`src/rtl/hdu_pkg.sv`:
```
// Constants, register map and state encoding of the half-duplex nine-bit serial transceiver.
package hdu_pkg;

   // Register indices as printed; the byte address on the bus is four times the index.
   localparam logic [7:0] HDU_IDX_DATA = 8'hd6;
   localparam logic [7:0] HDU_IDX_CTRL = 8'hd7;
   localparam int HDU_ADDR_W = 10;
   localparam logic [9:0] HDU_ADDR_DATA = {HDU_IDX_DATA, 2'b00};
   localparam logic [9:0] HDU_ADDR_CTRL = {HDU_IDX_CTRL, 2'b00};

   // Field positions in the control and status register.
   localparam int HDU_BIT_RXF = 7;
   localparam int HDU_BIT_TXE = 6;
   localparam int HDU_BIT_RXIE = 5;
   localparam int HDU_BIT_TXIE = 4;
   localparam int HDU_RATE_MSB = 3;
   localparam int HDU_RATE_LSB = 1;
   localparam int HDU_BIT_NINTH = 0;

   // Values after reset.
   localparam logic [2:0] HDU_RATE_RST = 3'h0;
   localparam logic HDU_WAIT_RST = 1'b1;
   localparam logic [31:0] HDU_RDATA_RST = 32'h0000_0000;

   // Bit timing: the rate divider ticks eight times per bit.
   localparam int HDU_OVERSAMPLE = 8;
   localparam logic [2:0] HDU_SAMPLE_A = 3'h3;
   localparam logic [2:0] HDU_SAMPLE_B = 3'h4;
   localparam logic [2:0] HDU_SAMPLE_C = 3'h5;
   localparam logic [2:0] HDU_LAST_PHASE = 3'h7;
   localparam logic [3:0] HDU_LAST_RX_BIT = 4'h8;
   localparam logic [3:0] HDU_LAST_TX_BIT = 4'ha;

   // Internal clock division per bit for rate codes 0 through 6.
   localparam int HDU_DIV_0 = 6656;
   localparam int HDU_DIV_1 = 3328;
   localparam int HDU_DIV_2 = 1664;
   localparam int HDU_DIV_3 = 832;
   localparam int HDU_DIV_4 = 416;
   localparam int HDU_DIV_5 = 256;
   localparam int HDU_DIV_6 = 208;

   // Clock cycles between two oversample ticks for a rate code.
   function automatic logic [9:0] hdu_tick_limit(input logic [2:0] code);
      logic [9:0] lim;
      case (code)
         3'h0: lim = 10'(HDU_DIV_0 / HDU_OVERSAMPLE);
         3'h1: lim = 10'(HDU_DIV_1 / HDU_OVERSAMPLE);
         3'h2: lim = 10'(HDU_DIV_2 / HDU_OVERSAMPLE);
         3'h3: lim = 10'(HDU_DIV_3 / HDU_OVERSAMPLE);
         3'h4: lim = 10'(HDU_DIV_4 / HDU_OVERSAMPLE);
         3'h5: lim = 10'(HDU_DIV_5 / HDU_OVERSAMPLE);
         default: lim = 10'(HDU_DIV_6 / HDU_OVERSAMPLE);
      endcase
      return lim;
   endfunction : hdu_tick_limit

   typedef enum logic [4:0] {
      HDU_ST_IDLE = 5'h01,
      HDU_ST_RX_START = 5'h02,
      HDU_ST_RX_DATA = 5'h04,
      HDU_ST_RX_STOP = 5'h08,
      HDU_ST_TX = 5'h10
   } hdu_state_t;

endpackage : hdu_pkg

```
`src/rtl/hdu_uart.sv`:
```
// Half-duplex nine-bit asynchronous transceiver with an Avalon-MM register slave.
//
// Overview of operation
// - Idle receiver waits falling edge, skips start bit.
// - Received ninth bit overwrites ninth-bit field.
// - After nine bits, stop bit, then buffer load.
// - Buffer load sets receive-full flag, interrupt if enabled.
// - Transmit start abandons any reception in progress.
// - Each interrupt gated by its own enable bit.
// - Data write loads shifter, starts, clears empty flag.
// - Data read returns receive buffer.
// - Rate code selects internal clock divisor.
// - Rate change takes effect immediately.
// - Receive-full bit 7: write 0 clears, 1 sets.
// - Empty bit 6 set on completion, write 0 clears, 1 sets.
// - Receive enable bit 5 gates receive interrupt.
// - Transmit enable bit 4 gates transmit interrupt.
// - Bit 0 written for transmit, reads received bit.
// - Each bit decided by two-of-three majority.
// - Frame: start 0, eight LSB first, ninth, stop 1.
// - Serial output pin is inverted.
// - Idle output pin follows port register level.
//
// Design decision made here: the Avalon-MM interface to the registers.
`timescale 1ns/1ps
module hdu_uart (
   input wire logic i_mclk,
   input wire logic i_srst,
   input wire logic [hdu_pkg::HDU_ADDR_W-1:0] i_avs_address,
   input wire logic i_avs_read,
   input wire logic i_avs_write,
   input wire logic [31:0] i_avs_writedata,
   input wire logic [3:0] i_avs_byteenable,
   output logic [31:0] o_avs_readdata,
   output logic o_avs_waitrequest,
   input wire logic i_rxd,
   input wire logic i_port_level,
   output logic o_txd,
   output logic o_transmit_output_select,
   output logic o_rx_irq,
   output logic o_tx_irq
);
   import hdu_pkg::*;

   hdu_state_t state_ff;
   hdu_state_t nxt_state;
   logic rx_s1_ff;
   logic rx_s2_ff;
   logic rx_prev_ff;
   logic receive_full_flag_ff;
   logic transmit_empty_flag_ff;
   logic receive_irq_enable_ff;
   logic transmit_irq_enable_ff;
   logic [2:0] rate_select_ff;
   logic ninth_bit_ff;
   logic [7:0] rx_buf_ff;
   logic [8:0] rx_shift_ff;
   logic [10:0] tx_shift_ff;
   logic [2:0] phase_ff;
   logic [3:0] bit_cnt_ff;
   logic [2:0] samp_ff;
   logic tick;
   logic bit_end;
   logic fall;
   logic majority;
   logic bus_req;
   logic bus_taken;
   logic hit_data;
   logic hit_ctrl;
   logic wr_data;
   logic wr_ctrl;
   logic tx_start;
   logic rx_done;
   logic tx_done;
   logic restart;
   logic [7:0] ctrl_image;
   logic [7:0] wbyte;

   // The pin is asynchronous: two flops, and only the second and later feed logic.
   always_ff @(posedge i_mclk) begin
      if (i_srst) begin
         rx_s1_ff <= 1'b1;
         rx_s2_ff <= 1'b1;
         rx_prev_ff <= 1'b1;
      end else begin
         rx_s1_ff <= i_rxd;
         rx_s2_ff <= rx_s1_ff;
         rx_prev_ff <= rx_s2_ff;
      end
   end

   // Bus decode; a request is answered one cycle after it appears.
   assign bus_req = i_avs_read | i_avs_write;
   assign bus_taken = bus_req & ~o_avs_waitrequest;
   assign hit_data = (i_avs_address == HDU_ADDR_DATA);
   assign hit_ctrl = (i_avs_address == HDU_ADDR_CTRL);
   assign wbyte = i_avs_writedata[7:0];
   assign wr_data = bus_taken & i_avs_write & hit_data & i_avs_byteenable[0];
   assign wr_ctrl = bus_taken & i_avs_write & hit_ctrl & i_avs_byteenable[0];
   assign ctrl_image = {receive_full_flag_ff, transmit_empty_flag_ff, receive_irq_enable_ff,
      transmit_irq_enable_ff, rate_select_ff, ninth_bit_ff};

   always_ff @(posedge i_mclk) begin
      if (i_srst) begin
         o_avs_waitrequest <= HDU_WAIT_RST;
      end else if (bus_taken) begin
         o_avs_waitrequest <= 1'b1;
      end else if (bus_req) begin
         o_avs_waitrequest <= 1'b0;
      end
   end

   // Read data is captured while the request still waits; unmapped reads return zero.
   always_ff @(posedge i_mclk) begin
      if (i_srst) begin
         o_avs_readdata <= HDU_RDATA_RST;
      end else if (i_avs_read && o_avs_waitrequest) begin
         if (hit_data) begin
            o_avs_readdata <= {24'h000000, rx_buf_ff};
         end else if (hit_ctrl) begin
            o_avs_readdata <= {24'h000000, ctrl_image};
         end else begin
            o_avs_readdata <= HDU_RDATA_RST;
         end
      end
   end

   // Transmit and receive share one divider, phase counter and bit counter.
   assign tx_start = wr_data;
   assign fall = rx_prev_ff & ~rx_s2_ff;
   assign restart = tx_start | ((state_ff == HDU_ST_IDLE) & fall);
   assign bit_end = tick & (phase_ff == HDU_LAST_PHASE);

   hdu_rate_tick u_rate_tick (
      .i_mclk(i_mclk),
      .i_srst(i_srst),
      .i_restart(restart),
      .i_limit(hdu_tick_limit(rate_select_ff)),
      .o_tick(tick)
   );

   always_comb begin
      nxt_state = state_ff;
      case (state_ff)
         HDU_ST_IDLE: begin
            if (tx_start) begin
               nxt_state = HDU_ST_TX;
            end else if (fall) begin
               nxt_state = HDU_ST_RX_START;
            end
         end
         HDU_ST_RX_START: begin
            if (tx_start) begin
               nxt_state = HDU_ST_TX;
            end else if (bit_end) begin
               nxt_state = HDU_ST_RX_DATA;
            end
         end
         HDU_ST_RX_DATA: begin
            if (tx_start) begin
               nxt_state = HDU_ST_TX;
            end else if (bit_end && bit_cnt_ff == HDU_LAST_RX_BIT) begin
               nxt_state = HDU_ST_RX_STOP;
            end
         end
         HDU_ST_RX_STOP: begin
            if (tx_start) begin
               nxt_state = HDU_ST_TX;
            end else if (bit_end) begin
               nxt_state = HDU_ST_IDLE;
            end
         end
         HDU_ST_TX: begin
            if (!tx_start && bit_end && bit_cnt_ff == HDU_LAST_TX_BIT) begin
               nxt_state = HDU_ST_IDLE;
            end
         end
         default: begin
            nxt_state = HDU_ST_IDLE;
         end
      endcase
   end

   always_ff @(posedge i_mclk) begin
      if (i_srst) begin
         state_ff <= HDU_ST_IDLE;
      end else begin
         state_ff <= nxt_state;
      end
   end

   assign rx_done = (state_ff == HDU_ST_RX_STOP) & bit_end & ~tx_start;
   assign tx_done = (state_ff == HDU_ST_TX) & bit_end & (bit_cnt_ff == HDU_LAST_TX_BIT) & ~tx_start;

   always_ff @(posedge i_mclk) begin
      if (i_srst || restart) begin
         phase_ff <= 3'h0;
         bit_cnt_ff <= 4'h0;
      end else if (tick) begin
         phase_ff <= phase_ff + 3'h1;
         if (bit_end && (state_ff == HDU_ST_RX_DATA || state_ff == HDU_ST_TX)) begin
            bit_cnt_ff <= bit_cnt_ff + 4'h1;
         end
      end
   end

   // Three samples mid-bit; the outer phases absorb rate mismatch with the sender.
   always_ff @(posedge i_mclk) begin
      if (i_srst) begin
         samp_ff <= 3'h7;
      end else if (tick) begin
         if (phase_ff == HDU_SAMPLE_A) begin
            samp_ff[0] <= rx_s2_ff;
         end
         if (phase_ff == HDU_SAMPLE_B) begin
            samp_ff[1] <= rx_s2_ff;
         end
         if (phase_ff == HDU_SAMPLE_C) begin
            samp_ff[2] <= rx_s2_ff;
         end
      end
   end

   assign majority = (samp_ff[0] & samp_ff[1]) | (samp_ff[0] & samp_ff[2]) | (samp_ff[1] & samp_ff[2]);

   always_ff @(posedge i_mclk) begin
      if (i_srst) begin
         rx_shift_ff <= 9'h000;
      end else if (bit_end && state_ff == HDU_ST_RX_DATA && !tx_start) begin
         rx_shift_ff <= {majority, rx_shift_ff[8:1]};
      end
   end

   // The buffer is separate from the shifter so the next character can arrive while it is read.
   always_ff @(posedge i_mclk) begin
      if (i_srst) begin
         rx_buf_ff <= 8'h00;
      end else if (rx_done) begin
         rx_buf_ff <= rx_shift_ff[7:0];
      end
   end

   always_ff @(posedge i_mclk) begin
      if (i_srst) begin
         tx_shift_ff <= 11'h7ff;
      end else if (tx_start) begin
         tx_shift_ff <= {1'b1, ninth_bit_ff, wbyte, 1'b0};
      end else if (bit_end && state_ff == HDU_ST_TX) begin
         tx_shift_ff <= {1'b1, tx_shift_ff[10:1]};
      end
   end

   // Hardware events win over a software write in the same cycle.
   always_ff @(posedge i_mclk) begin
      if (i_srst) begin
         receive_full_flag_ff <= 1'b0;
      end else if (rx_done) begin
         receive_full_flag_ff <= 1'b1;
      end else if (wr_ctrl) begin
         receive_full_flag_ff <= wbyte[HDU_BIT_RXF];
      end
   end

   always_ff @(posedge i_mclk) begin
      if (i_srst) begin
         transmit_empty_flag_ff <= 1'b0;
      end else if (tx_done) begin
         transmit_empty_flag_ff <= 1'b1;
      end else if (tx_start) begin
         transmit_empty_flag_ff <= 1'b0;
      end else if (wr_ctrl) begin
         transmit_empty_flag_ff <= wbyte[HDU_BIT_TXE];
      end
   end

   always_ff @(posedge i_mclk) begin
      if (i_srst) begin
         receive_irq_enable_ff <= 1'b0;
         transmit_irq_enable_ff <= 1'b0;
         rate_select_ff <= HDU_RATE_RST;
      end else if (wr_ctrl) begin
         receive_irq_enable_ff <= wbyte[HDU_BIT_RXIE];
         transmit_irq_enable_ff <= wbyte[HDU_BIT_TXIE];
         rate_select_ff <= wbyte[HDU_RATE_MSB:HDU_RATE_LSB];
      end
   end

   always_ff @(posedge i_mclk) begin
      if (i_srst) begin
         ninth_bit_ff <= 1'b0;
      end else if (rx_done) begin
         ninth_bit_ff <= rx_shift_ff[8];
      end else if (wr_ctrl) begin
         ninth_bit_ff <= wbyte[HDU_BIT_NINTH];
      end
   end

   // Outputs are registered; the pin falls back to the port level when idle.
   always_ff @(posedge i_mclk) begin
      if (i_srst) begin
         o_txd <= 1'b0;
         o_transmit_output_select <= 1'b0;
         o_rx_irq <= 1'b0;
         o_tx_irq <= 1'b0;
      end else begin
         o_txd <= (state_ff == HDU_ST_TX) ? ~tx_shift_ff[0] : i_port_level;
         o_transmit_output_select <= (state_ff == HDU_ST_TX);
         o_rx_irq <= receive_full_flag_ff & receive_irq_enable_ff;
         o_tx_irq <= transmit_empty_flag_ff & transmit_irq_enable_ff;
      end
   end
endmodule : hdu_uart

```
`src/rtl/hdu_rate_tick.sv`:
```
// Oversample tick generator dividing the internal clock for the selected rate.
`timescale 1ns/1ps
module hdu_rate_tick (
   input wire logic i_mclk,
   input wire logic i_srst,
   input wire logic i_restart,
   input wire logic [9:0] i_limit,
   output logic o_tick
);
   logic [9:0] cnt_ff;

   // The compare is against the live limit, so a new rate acts at once, even mid-bit.
   always_ff @(posedge i_mclk) begin
      if (i_srst || i_restart) begin
         cnt_ff <= 10'h000;
         o_tick <= 1'b0;
      end else if (cnt_ff >= i_limit - 10'h001) begin
         cnt_ff <= 10'h000;
         o_tick <= 1'b1;
      end else begin
         cnt_ff <= cnt_ff + 10'h001;
         o_tick <= 1'b0;
      end
   end
endmodule : hdu_rate_tick

```
`config.mk`:
```
export PLATFORM = sky130hd
export DESIGN_NAME = hdu_uart
export DESIGN_NICKNAME = d
export VERILOG_FILES = /design/src/rtl/hdu_pkg.sv /design/src/rtl/hdu_uart.sv /design/src/rtl/hdu_rate_tick.sv
export SDC_FILE = /design/constraint.sdc
export NUM_CORES = 1
export LEC_CHECK = 0
export BUFFER_PORTS_ARGS = -buffer_cell sky130_fd_sc_hd__buf_2
export CORE_MARGIN = 2
export CORE_UTILIZATION = 35
export DETAILED_ROUTE_END_ITERATION = 7
export GPL_TIMING_DRIVEN = 0
export PLACE_DENSITY_LB_ADDON = 0.05
export SLEW_MARGIN = 15
export SYNTH_ARGS = -nofsm -noshare
export SYNTH_HDL_FRONTEND = slang
export SYNTH_SLANG_ARGS = --single-unit
```
`constraint.sdc`:
```
create_clock -name i_mclk -period 2.61 [get_ports i_mclk]
set_input_delay 0 -clock i_mclk [delete_from_list [all_inputs] [get_ports i_mclk]]
set_output_delay 0 -clock i_mclk [all_outputs]
set_load 0.05 [all_outputs]
```
==> results.yml, run 1 <==
run_status:
  outcome: "finished clean"
synthesis:
  async_flop_share_pct: 0
  synth-xor-area-share_pct: 3.469
  syn_inst: 419
  synth_ff_type: "dfxtp_1"
  yosys_warnings: 0
  synth_top_area_cell: "dfxtp_1"
  synth-simple-area-share_pct: 20.22
  seq_area_frac_synth_pct: 40.70
  synth-edff-count: 0
  synth_common_cells: "nor2_1, dfxtp_1, mux2i_1"
  synth_cell_types: 50
  syn_area_um2: 3787
  yosysMostFrequentCell: "nor2_1"
  synth_top_area_share_pct: 40.70
  synth_compound_area_share_pct: 9.382
  ys_seq_elements: 77
  muxShareOfSynthArea_pct: 12.42
  yosys.area_share.adder_pct: 5.946
  syn_avg_cell_area_um2: 9.039
  synth_top_family_by_area: "simple AND/OR/NAND/NOR gates"
  synth_area_leaders: "dfxtp_1, mux2i_1, nor2_1"
die:
  die_width_um: 108.0
  dieArea_um2: 11670
  start_util_pct: 36.36
  coreArea_um2: 10420
  die_height_um: 108.0
  rows: 37
  ios: 89
critical_path:
  arrival_ns: 2.58
  crit_path_start_kind: "flop"
  crit_fanout: 10
  cp.required_ns: 2.88
  r2r_slack_ns: 0.30
  endpoint_kind: "flop"
  critical_path_class: "flop to flop"
route:
  vias: 2980
  drtIter0Drc: 81
  drc: 0
  routed_via_density: 4.649
  first_pass_iters: 4
  finalWirelength_um: 8359
  ant_nets: 0
  routedWlPerCell_um: 13.04
finish:
  fin_nets: 570
  utilization_pct: 43.69
  multi_input_area_um2: 2044
  diodes: 0
  regArea_um2: 1541
  fillCellCount: 1060
  drive_above_1_share_pct: 20.59
  syn_to_final_growth_pct: 20.15
  final_cells: 641
min_path:
  hold_class: "input pin to flop"
sta:
  relSlewSlack_pct: 53.94
  tightest_slew_ns: 0.6901
  slew_viol_final: 0
  hold_violations: 0
  fin_skew_ns: 0.01580
  rsz0062_at_grt: "no"
  setup_viol: 0
  period_share_pct: 88.61
  fmax_ghz: 0.4324
  fin_setup_tns_ns: 0
  period_needed_ns: 2.313
clock_network:
  cts_buffers: 9
  cts_tree: "done"
  clock_latency_ns: 0.35
  cts-root-buf: "clkbuf_8"
  clk_pin_slew_ns: 0.09
  cts_setup_buffers: 0
  h-tree-depth: 3
  clock-sinks: 77
  cts.path.max_buffers: 2
grt:
  grt_pass1_wl_um: 14010
  grt_overflow: 0
  antenna_found_initial: 0
  grt_max_degree: 17
  track_usage_pct: 15.38
  grt_pass1_vias: 2849
place:
  io_buffers: 37
  placedCellCount: 615
  gp_congestion: 0.7790
  hpwl_um: 6100
power:
  p_per_area_nw_per_um2: 547.5
  max-vdd-ir-drop_v: 0.0003427
  static-leakage-power_nw: 1.930
job:
  max_cap_viol_count: 0
worst max-delay path, cell delays in order (launching register included):
cell	delay (ns)
dfxtp_1	0.30
clkbuf_1	0.17
or3_1	0.41
ha_1	0.30
a211oi_1	0.21
nand2_1	0.13
a311oi_2	0.40
o21bai_4	0.18
nor2_1	0.15
report_power, final:
part	internal [W]	switching [W]	leakage [nW]
clock network	0.000466	0.000505	0.108
registers	0.00119	0.0000228	0.623
logic	0.000112	0.000193	1.20
what timing repair did:
| action | in CTS | in global routing |
|---|---|---|
| hold buffers | 11 | 0 |
| endpoints found under the setup margin | 2 | 10 |
| hold endpoints to repair | 18 | 0 |
| resized for setup | 1 | 0 |
through the flow:
step,worst slack (ns),area [um^2],power (W),hold WS (ns)
floorplan,0.4551,3874,0.001471,0.1038
global placement,0.1179,4229,0.001532,0.1835
detailed placement,0.02080,4229,0.001535,0.1905
CTS,0.1233,4554,0.002523,0.02368
global route,0.06103,4551,0.002608,0.05077
finish,0.2972,4551,0.002491,0.04198
registers in the layout, indices dropped and copies added (netlist names), 3 cells and up:
name / flops
bit_cnt_ff: 4
state_ff: 5
phase_ff: 3
rate_select_ff: 3
tx_shift_ff: 10
rx_buf_ff: 8
u_rate_tick.cnt_ff: 10
o_avs_readdata: 8
rx_shift_ff: 9
samp_ff: 3
area by class of cell:
class                   count  area share [%]
clock inverters             7           1.870
repair buffers             48           6.489
well taps                 136           3.739
flip-flops and latches     77           33.87
clock buffers               9           2.722
multi-input cells         313           44.93
plain buffers              39           5.389
inverters                  12          0.9898
layout by cell type, fill, tap and decap left out, drive strengths merged, types with 5 or more instances in the layout:
cell / count
xor2: 7
a21oi: 11
nand2: 17
a211oi: 6
nor2: 83
mux2: 8
mux2i: 38
conb: 24
and3: 5
nand4: 5
xnor2: 8
a2bb2oi: 8
buf: 66
nor3: 6
ha: 18
or2: 5
clkbuf: 19
inv: 18
o21ai: 15
nand3: 13
dfxtp: 77
dlygate4sd3: 11
final timing paths:
path              cells past startpoint                                to                            from
setup / recovery                      8  u_rate_tick.cnt_ff[8]$_SDFF_PP0_  rate_select_ff[0]$_SDFFE_PP0P_
hold / removal                        4    o_avs_waitrequest$_SDFFE_PP1N_                     i_avs_write
setup reg to reg                      8  u_rate_tick.cnt_ff[8]$_SDFF_PP0_  rate_select_ff[0]$_SDFFE_PP0P_
hold reg to reg                       1               rx_s2_ff$_SDFF_PP1_             rx_s1_ff$_SDFF_PP1_
logic make-up (layout without fill, tap and decap cells):
kind of cell / count (synthesis) / count (layout)
AO/OA/AOI/OAI: 52 / 52
XOR/XNOR: 15 / 15
adder cells (fa/ha/maj): 18 / 18
buffers and inverters: 52 / 115
flip-flops: 77 / 77
multiplexers: 46 / 46
other: 1 / 24
AND/OR/NAND/NOR: 158 / 158
layer usage:
| layer | global-route usage [%] | wire (um) | vias to the layer above | part of all wire, % |
|---|---|---|---|---|
| met3 | 3.255 | 276 | 7 | 3.3 |
| li1 | - | - | 1552 | - |
| met1 | 21.11 | 4327 | 1364 | 52 |
| met5 | 0 | 0 | - | 0 |
| met4 | 4.487 | 70 | 0 | 0.84 |
| met2 | 24.35 | 3686 | 57 | 44 |
(Power assumes the default switching activity.)
==> run 2, diff against run 1 <==
- clock period: 2.61 -> 2.9 ns (I/O delays scaled with it)
==> run 2 against run 1 <==
Compared with the run above: routed wire length is essentially flat; non-clock buffer count grew 1; critical path type unchanged; total power shrank 9.9%; clock skew grew 0.0015 ns; critical endpoint unchanged; sequential share of layout area is essentially flat; hold slack lost 0.0071 ns; worst setup slack gained 0.025 ns; die area is the same.
==> results.yml, run 2 (same netlist as run 1, synthesis figures left out) <==
die:
  die_height_um: 108.0
  start_util_pct: 36.36
  coreArea_um2: 10420
  ios: 89
  rows: 37
  die_width_um: 108.0
  dieArea_um2: 11670
power:
  static-leakage-power_nw: 1.930
  max-vdd-ir-drop_v: 0.0003070
  p_per_area_nw_per_um2: 493.7
sta:
  period_needed_ns: 2.578
  period_share_pct: 88.88
  hold_violations: 0
  fin_setup_tns_ns: 0
  setup_viol: 0
  rsz0062_at_grt: "no"
  tightest_slew_ns: 0.6807
  slew_viol_final: 0
  relSlewSlack_pct: 54.57
  fin_skew_ns: 0.01725
  fmax_ghz: 0.3880
  setup_ws_ns: 0.3225
grt:
  grt_max_degree: 17
  track_usage_pct: 15.37
  grt_pass1_wl_um: 13990
  antenna_found_initial: 0
  grt_pass1_vias: 2847
  grt_overflow: 0
route:
  routed_via_density: 4.645
  first_pass_iters: 4
  finalWirelength_um: 8357
  drtIter0Drc: 81
  ant_nets: 0
  vias: 2982
  routedWlPerCell_um: 13.02
  drc: 0
critical_path:
  cp-endpoint: "u_rate_tick.cnt_ff[8]$_SDFF_PP0_"
  cp.required_ns: 3.18
  arrival_ns: 2.85
  crit_fanout: 10
  critical_path_class: "flop to flop"
  crit_start: "rate_select_ff[1]$_SDFFE_PP0P_"
  crit_chain: "clkbuf_1, inv_1, nor2_1, a22o_1, ha_1, a21oi_1, o21ai_0, a311oi_1, o21bai_4, nor2_1"
  reg2reg_to: "u_rate_tick.cnt_ff[8]$_SDFF_PP0_"
  crit-reg2reg-launch: "rate_select_ff[1]$_SDFFE_PP0P_"
  cp_slowest_stage_delay_ns: 0.57
  endpoint_kind: "flop"
  r2r_slack_ns: 0.32
  rr_worst_depth: 10
  cp_common_cell: "nor2_1"
  critical-path-slowest-cell: "a311oi_1"
  crit_path_start_kind: "flop"
run_status:
  outcome: "finished clean"
place:
  place_ws_ns: 0.3108
  gp_congestion: 0.7790
  io_buffers: 37
  placedCellCount: 615
  place_area_um2: 4229
  hpwl_um: 6100
clock_network:
  h-tree-depth: 3
  cts-resized-gates: 0
  cts_tree: "done"
  clk_pin_slew_ns: 0.09
  cts-root-buf: "clkbuf_8"
  cts.path.max_buffers: 2
  cts_setup_buffers: 0
  clock_latency_ns: 0.36
  cts_buffers: 9
  clock-sinks: 77
finish:
  fillCellCount: 1061
  fin_nets: 571
  top_regs: "tx_shift_ff (10), u_rate_tick.cnt_ff (10), rx_shift_ff (9)"
  final_cells: 642
  syn_to_final_growth_pct: 20.09
  drive_above_1_share_pct: 20.36
  final_common_cell: "nor2_1"
  layout_common_cells: "nor2_1, dfxtp_1, buf_2"
  diodes: 0
  design_area_um2: 4548
min_path:
  hp-start: "i_avs_write"
  hold_class: "input pin to flop"
job:
  max_cap_viol_count: 0
==> run 2: changes by cell type in the layout (fill, tap and decap cells not counted), sizes merged <==
cell,delta
clkbuf,+1
==> run 2: worst min-delay path by stage <==
stage | end | slack [ns] | depth (start not counted)
after CTS | o_avs_waitrequest$_SDFFE_PP1N_ | 0.02 | 4
after floorplan | rx_s1_ff$_SDFF_PP1_ | 0.10 | 1
after global routing | o_avs_waitrequest$_SDFFE_PP1N_ | 0.05 | 4
final | o_avs_waitrequest$_SDFFE_PP1N_ | 0.03 | 4
after detailed placement | rx_s1_ff$_SDFF_PP1_ | 0.19 | 2
after global placement | rx_s1_ff$_SDFF_PP1_ | 0.18 | 2
==> run 2: area by class of cell <==
class / instances / area [um^2] / area share, %
Buffer: 40 / 249.0 / 5.475
Clock buffer: 9 / 123.9 / 2.724
Clock inverter: 7 / 85.08 / 1.871
Inverter: 12 / 45.04 / 0.9904
Multi-Input combinational cell: 313 / 2038 / 44.81
Sequential cell: 77 / 1541 / 33.89
Tap cell: 136 / 170.2 / 3.741
Timing Repair Buffer: 48 / 295.3 / 6.492
==> run 2: what timing repair did <==
item | CTS | global route
setup endpoints to repair | 0 | 0
hold endpoints to repair | 18 | 0
hold buffers | 11 | 0
==> run 2: per-layer routing <==
layer | vias up | track usage [%] | wire, um
li1 | 1557 | - | -
met1 | 1349 | 21.11 | 4250
met2 | 70 | 24.30 | 3667
met3 | 6 | 3.255 | 377
met4 | 0 | 4.487 | 62
met5 | - | 0 | 0
==> run 2: where the power goes <==
| group | internal [W] | switching (W) |
|---|---|---|
| Clock | 0.000420 | 0.000459 |
| Combinational | 0.000101 | 0.000173 |
| Sequential | 0.00107 | 0.0000204 |
==> run 2: critical path: cells and delay by family, from the launching register on <==
family	cells	cell delay [ns]
buffers and inverters	2	0.36
AOI/OAI and AO/OA	5	1.19
DFF	1	0.32
and+or+nand+nor	2	0.40
adders and majority gates	1	0.23
==> run 2: through the flow <==
| step | power (W) | utilization [%] | hold slack [ns] |
|---|---|---|---|
| floorplan | 0.001324 | - | 0.1038 |
| global placement | 0.001379 | 40.60 | 0.1835 |
| detailed placement | 0.001382 | 40.60 | 0.1905 |
| CTS | 0.002271 | 43.66 | 0.02368 |
| global route | 0.002347 | 43.66 | 0.05077 |
| finish | 0.002245 | 43.66 | 0.03488 |
==> run 3, diff against run 2 <==
- clock period: 2.9 -> 2.4 ns (I/O delays scaled with it)
==> run 3 against run 2 <==
Compared with the run above: flip-flop and latch count did not move; sequential share of layout area about the same; first-iteration DRC count up 2.5%; global-route usage barely moved; worst setup slack got worse by 0.082 ns; critical endpoint unchanged; largest power group unchanged.
==> results.yml, run 3 (same netlist as run 1, synthesis figures left out) <==
run_status:
  outcome: "finished clean"
die:
  coreArea_um2: 10420
  dieArea_um2: 11670
  die_width_um: 108.0
  die_height_um: 108.0
  start_util_pct: 36.36
  ios: 89
  rows: 37
sta:
  setup_ws_ns: 0.2408
  relSlewSlack_pct: 54.36
  tightest_slew_ns: 0.6839
  fmax_ghz: 0.4631
  period_share_pct: 89.97
  fin_skew_ns: 0.01588
  hold_slack_ns: 0.04195
  period_needed_ns: 2.159
  slew_viol_final: 0
  rsz0062_at_grt: "no"
  setup_viol: 0
  hold_violations: 0
clock_network:
  clock_latency_ns: 0.35
  clock-sinks: 77
  cts_buffers: 9
  clk_pin_slew_ns: 0.09
  h-tree-depth: 3
  cts_tree: "done"
  cts-root-buf: "clkbuf_8"
  cts.path.max_buffers: 2
place:
  placedCellCount: 615
  place_ws_ns: -0.1892
  io_buffers: 37
  place_area_um2: 4229
  gp_congestion: 0.7790
  hpwl_um: 6100
job:
  max_cap_viol_count: 0
grt:
  antenna_found_initial: 0
  track_usage_pct: 15.39
  grt_max_degree: 17
  grt_overflow: 0
  grt_pass1_wl_um: 14020
  grt_pass1_vias: 2853
critical_path:
  crit_cells: 9
  path_buf_inv: 1
  critical_path_class: "flop to flop"
  crit_fanout: 10
  rr_worst_depth: 9
  crit-reg2reg-launch: "rate_select_ff[2]$_SDFFE_PP0P_"
  crit_chain: "nor2_1, a22o_1, ha_1, nand2_1, o21ai_0, a311oi_2, buf_4, o21bai_4, nor2_1"
  cp.required_ns: 2.62
  critical-path-slowest-cell: "dfxtp_1"
  r2r_slack_ns: 0.24
  cp_common_cell: "nor2_1"
  cp_slowest_stage_delay_ns: 0.48
  endpoint_kind: "flop"
  arrival_ns: 2.38
  cp_top_family: "compound AO/OA/AOI/OAI gates"
  reg2reg_to: "u_rate_tick.cnt_ff[8]$_SDFF_PP0_"
  crit_path_start_kind: "flop"
route:
  first_pass_iters: 4
  drtIter0Drc: 83
  ant_nets: 0
  drc: 0
  finalWirelength_um: 8380
  routedWlPerCell_um: 13.07
  routed_via_density: 4.657
  vias: 2985
finish:
  final_common_cell: "nor2_1"
  fin_nets: 570
  top_regs: "tx_shift_ff (10), u_rate_tick.cnt_ff (10), rx_shift_ff (9)"
  syn_to_final_growth_pct: 20.28
  final_cells: 641
  layout_common_cells: "nor2_1, dfxtp_1, buf_2"
  drive_above_1_share_pct: 20.99
  diodes: 0
  design_area_um2: 4556
power:
  switching_share_pct: 28.93
  pwr-share-clk_pct: 39.0
  static-leakage-power_nw: 1.933
  seqPwrFrac_pct: 48.8
  max-vdd-ir-drop_v: 0.0003694
  power_w: 0.002709
  p_per_area_nw_per_um2: 594.6
  combPwrFrac_pct: 12.2
  switchingPower_w: 0.0007837
  internal-power_w: 0.001925
min_path:
  whs_path_depth: 4
  hp-start: "i_avs_write"
  hold_end: "o_avs_waitrequest$_SDFFE_PP1N_"
  hold_class: "input pin to flop"
run 3: layer usage:
metal	vias to the layer above	GRT usage (%)	share of wire (%)
met5	-	0	0
met4	0	4.487	0.84
met3	7	3.255	3.3
met2	57	24.35	44
met1	1368	21.15	52
li1	1553	-	-
run 3: timing repair:
item	CTS	global route
hold endpoints to repair	18	0
buffers inserted	1	0
gates resized for setup	1	1
gates cloned	0	0
hold buffers	11	0
endpoints found under the setup margin	11	10
pin swaps	1	0
run 3: how the worst max path moves through the flow:
stage | start | slack [ns] | to
global route | rate_select_ff[2]$_SDFFE_PP0P_ | 0.02 | u_rate_tick.cnt_ff[8]$_SDFF_PP0_
floorplan | rate_select_ff[0]$_SDFFE_PP0P_ | 0.25 | u_rate_tick.cnt_ff[6]$_SDFF_PP0_
CTS | rate_select_ff[1]$_SDFFE_PP0P_ | 0.01 | u_rate_tick.cnt_ff[8]$_SDFF_PP0_
global placement | rate_select_ff[1]$_SDFFE_PP0P_ | -0.09 | u_rate_tick.cnt_ff[6]$_SDFF_PP0_
detailed placement | rate_select_ff[1]$_SDFFE_PP0P_ | -0.19 | u_rate_tick.cnt_ff[8]$_SDFF_PP0_
finish | rate_select_ff[2]$_SDFFE_PP0P_ | 0.24 | u_rate_tick.cnt_ff[8]$_SDFF_PP0_
run 3: layout make-up:
class                      instances  area, um^2
inverter                          12       45.04
buffer                            38       241.5
sequential                        77        1543
fill                            1063        5861
clock buffer                       9       123.9
timing repair buffer              49       302.8
clock inverter                     7       85.08
tap                              136       170.2
multi-input combinational        313        2044
run 3: metrics by stage:
stage               TNS [ns]  util (%)
CTS                        0     43.80
global route               0     43.74
finish                     0     43.74
floorplan                  0         -
global placement     -0.8307     40.60
detailed placement    -1.542     40.60
run 3: power by group through the flow:
stage	clock [W]	combinational [W]	sequential [W]
6_report	0.00106	0.000331	0.00132
5_1_grt	0.00115	0.000358	0.00133
4_1_cts	0.00109	0.000332	0.00132
3_5_place_dp	0	0.000318	0.00135
3_3_place_gp	0	0.000317	0.00135
2_1_floorplan	0	0.000244	0.00136
run 3: worst reg2reg max path, stage by stage, from the launching register on:
cell and delay [ns]:
dfxtp_1 0.48, nor2_1 0.14, a22o_1 0.20, ha_1 0.29, nand2_1 0.05, o21ai_0 0.22, a311oi_2 0.13, buf_4 0.17
o21bai_4 0.27, nor2_1 0.10
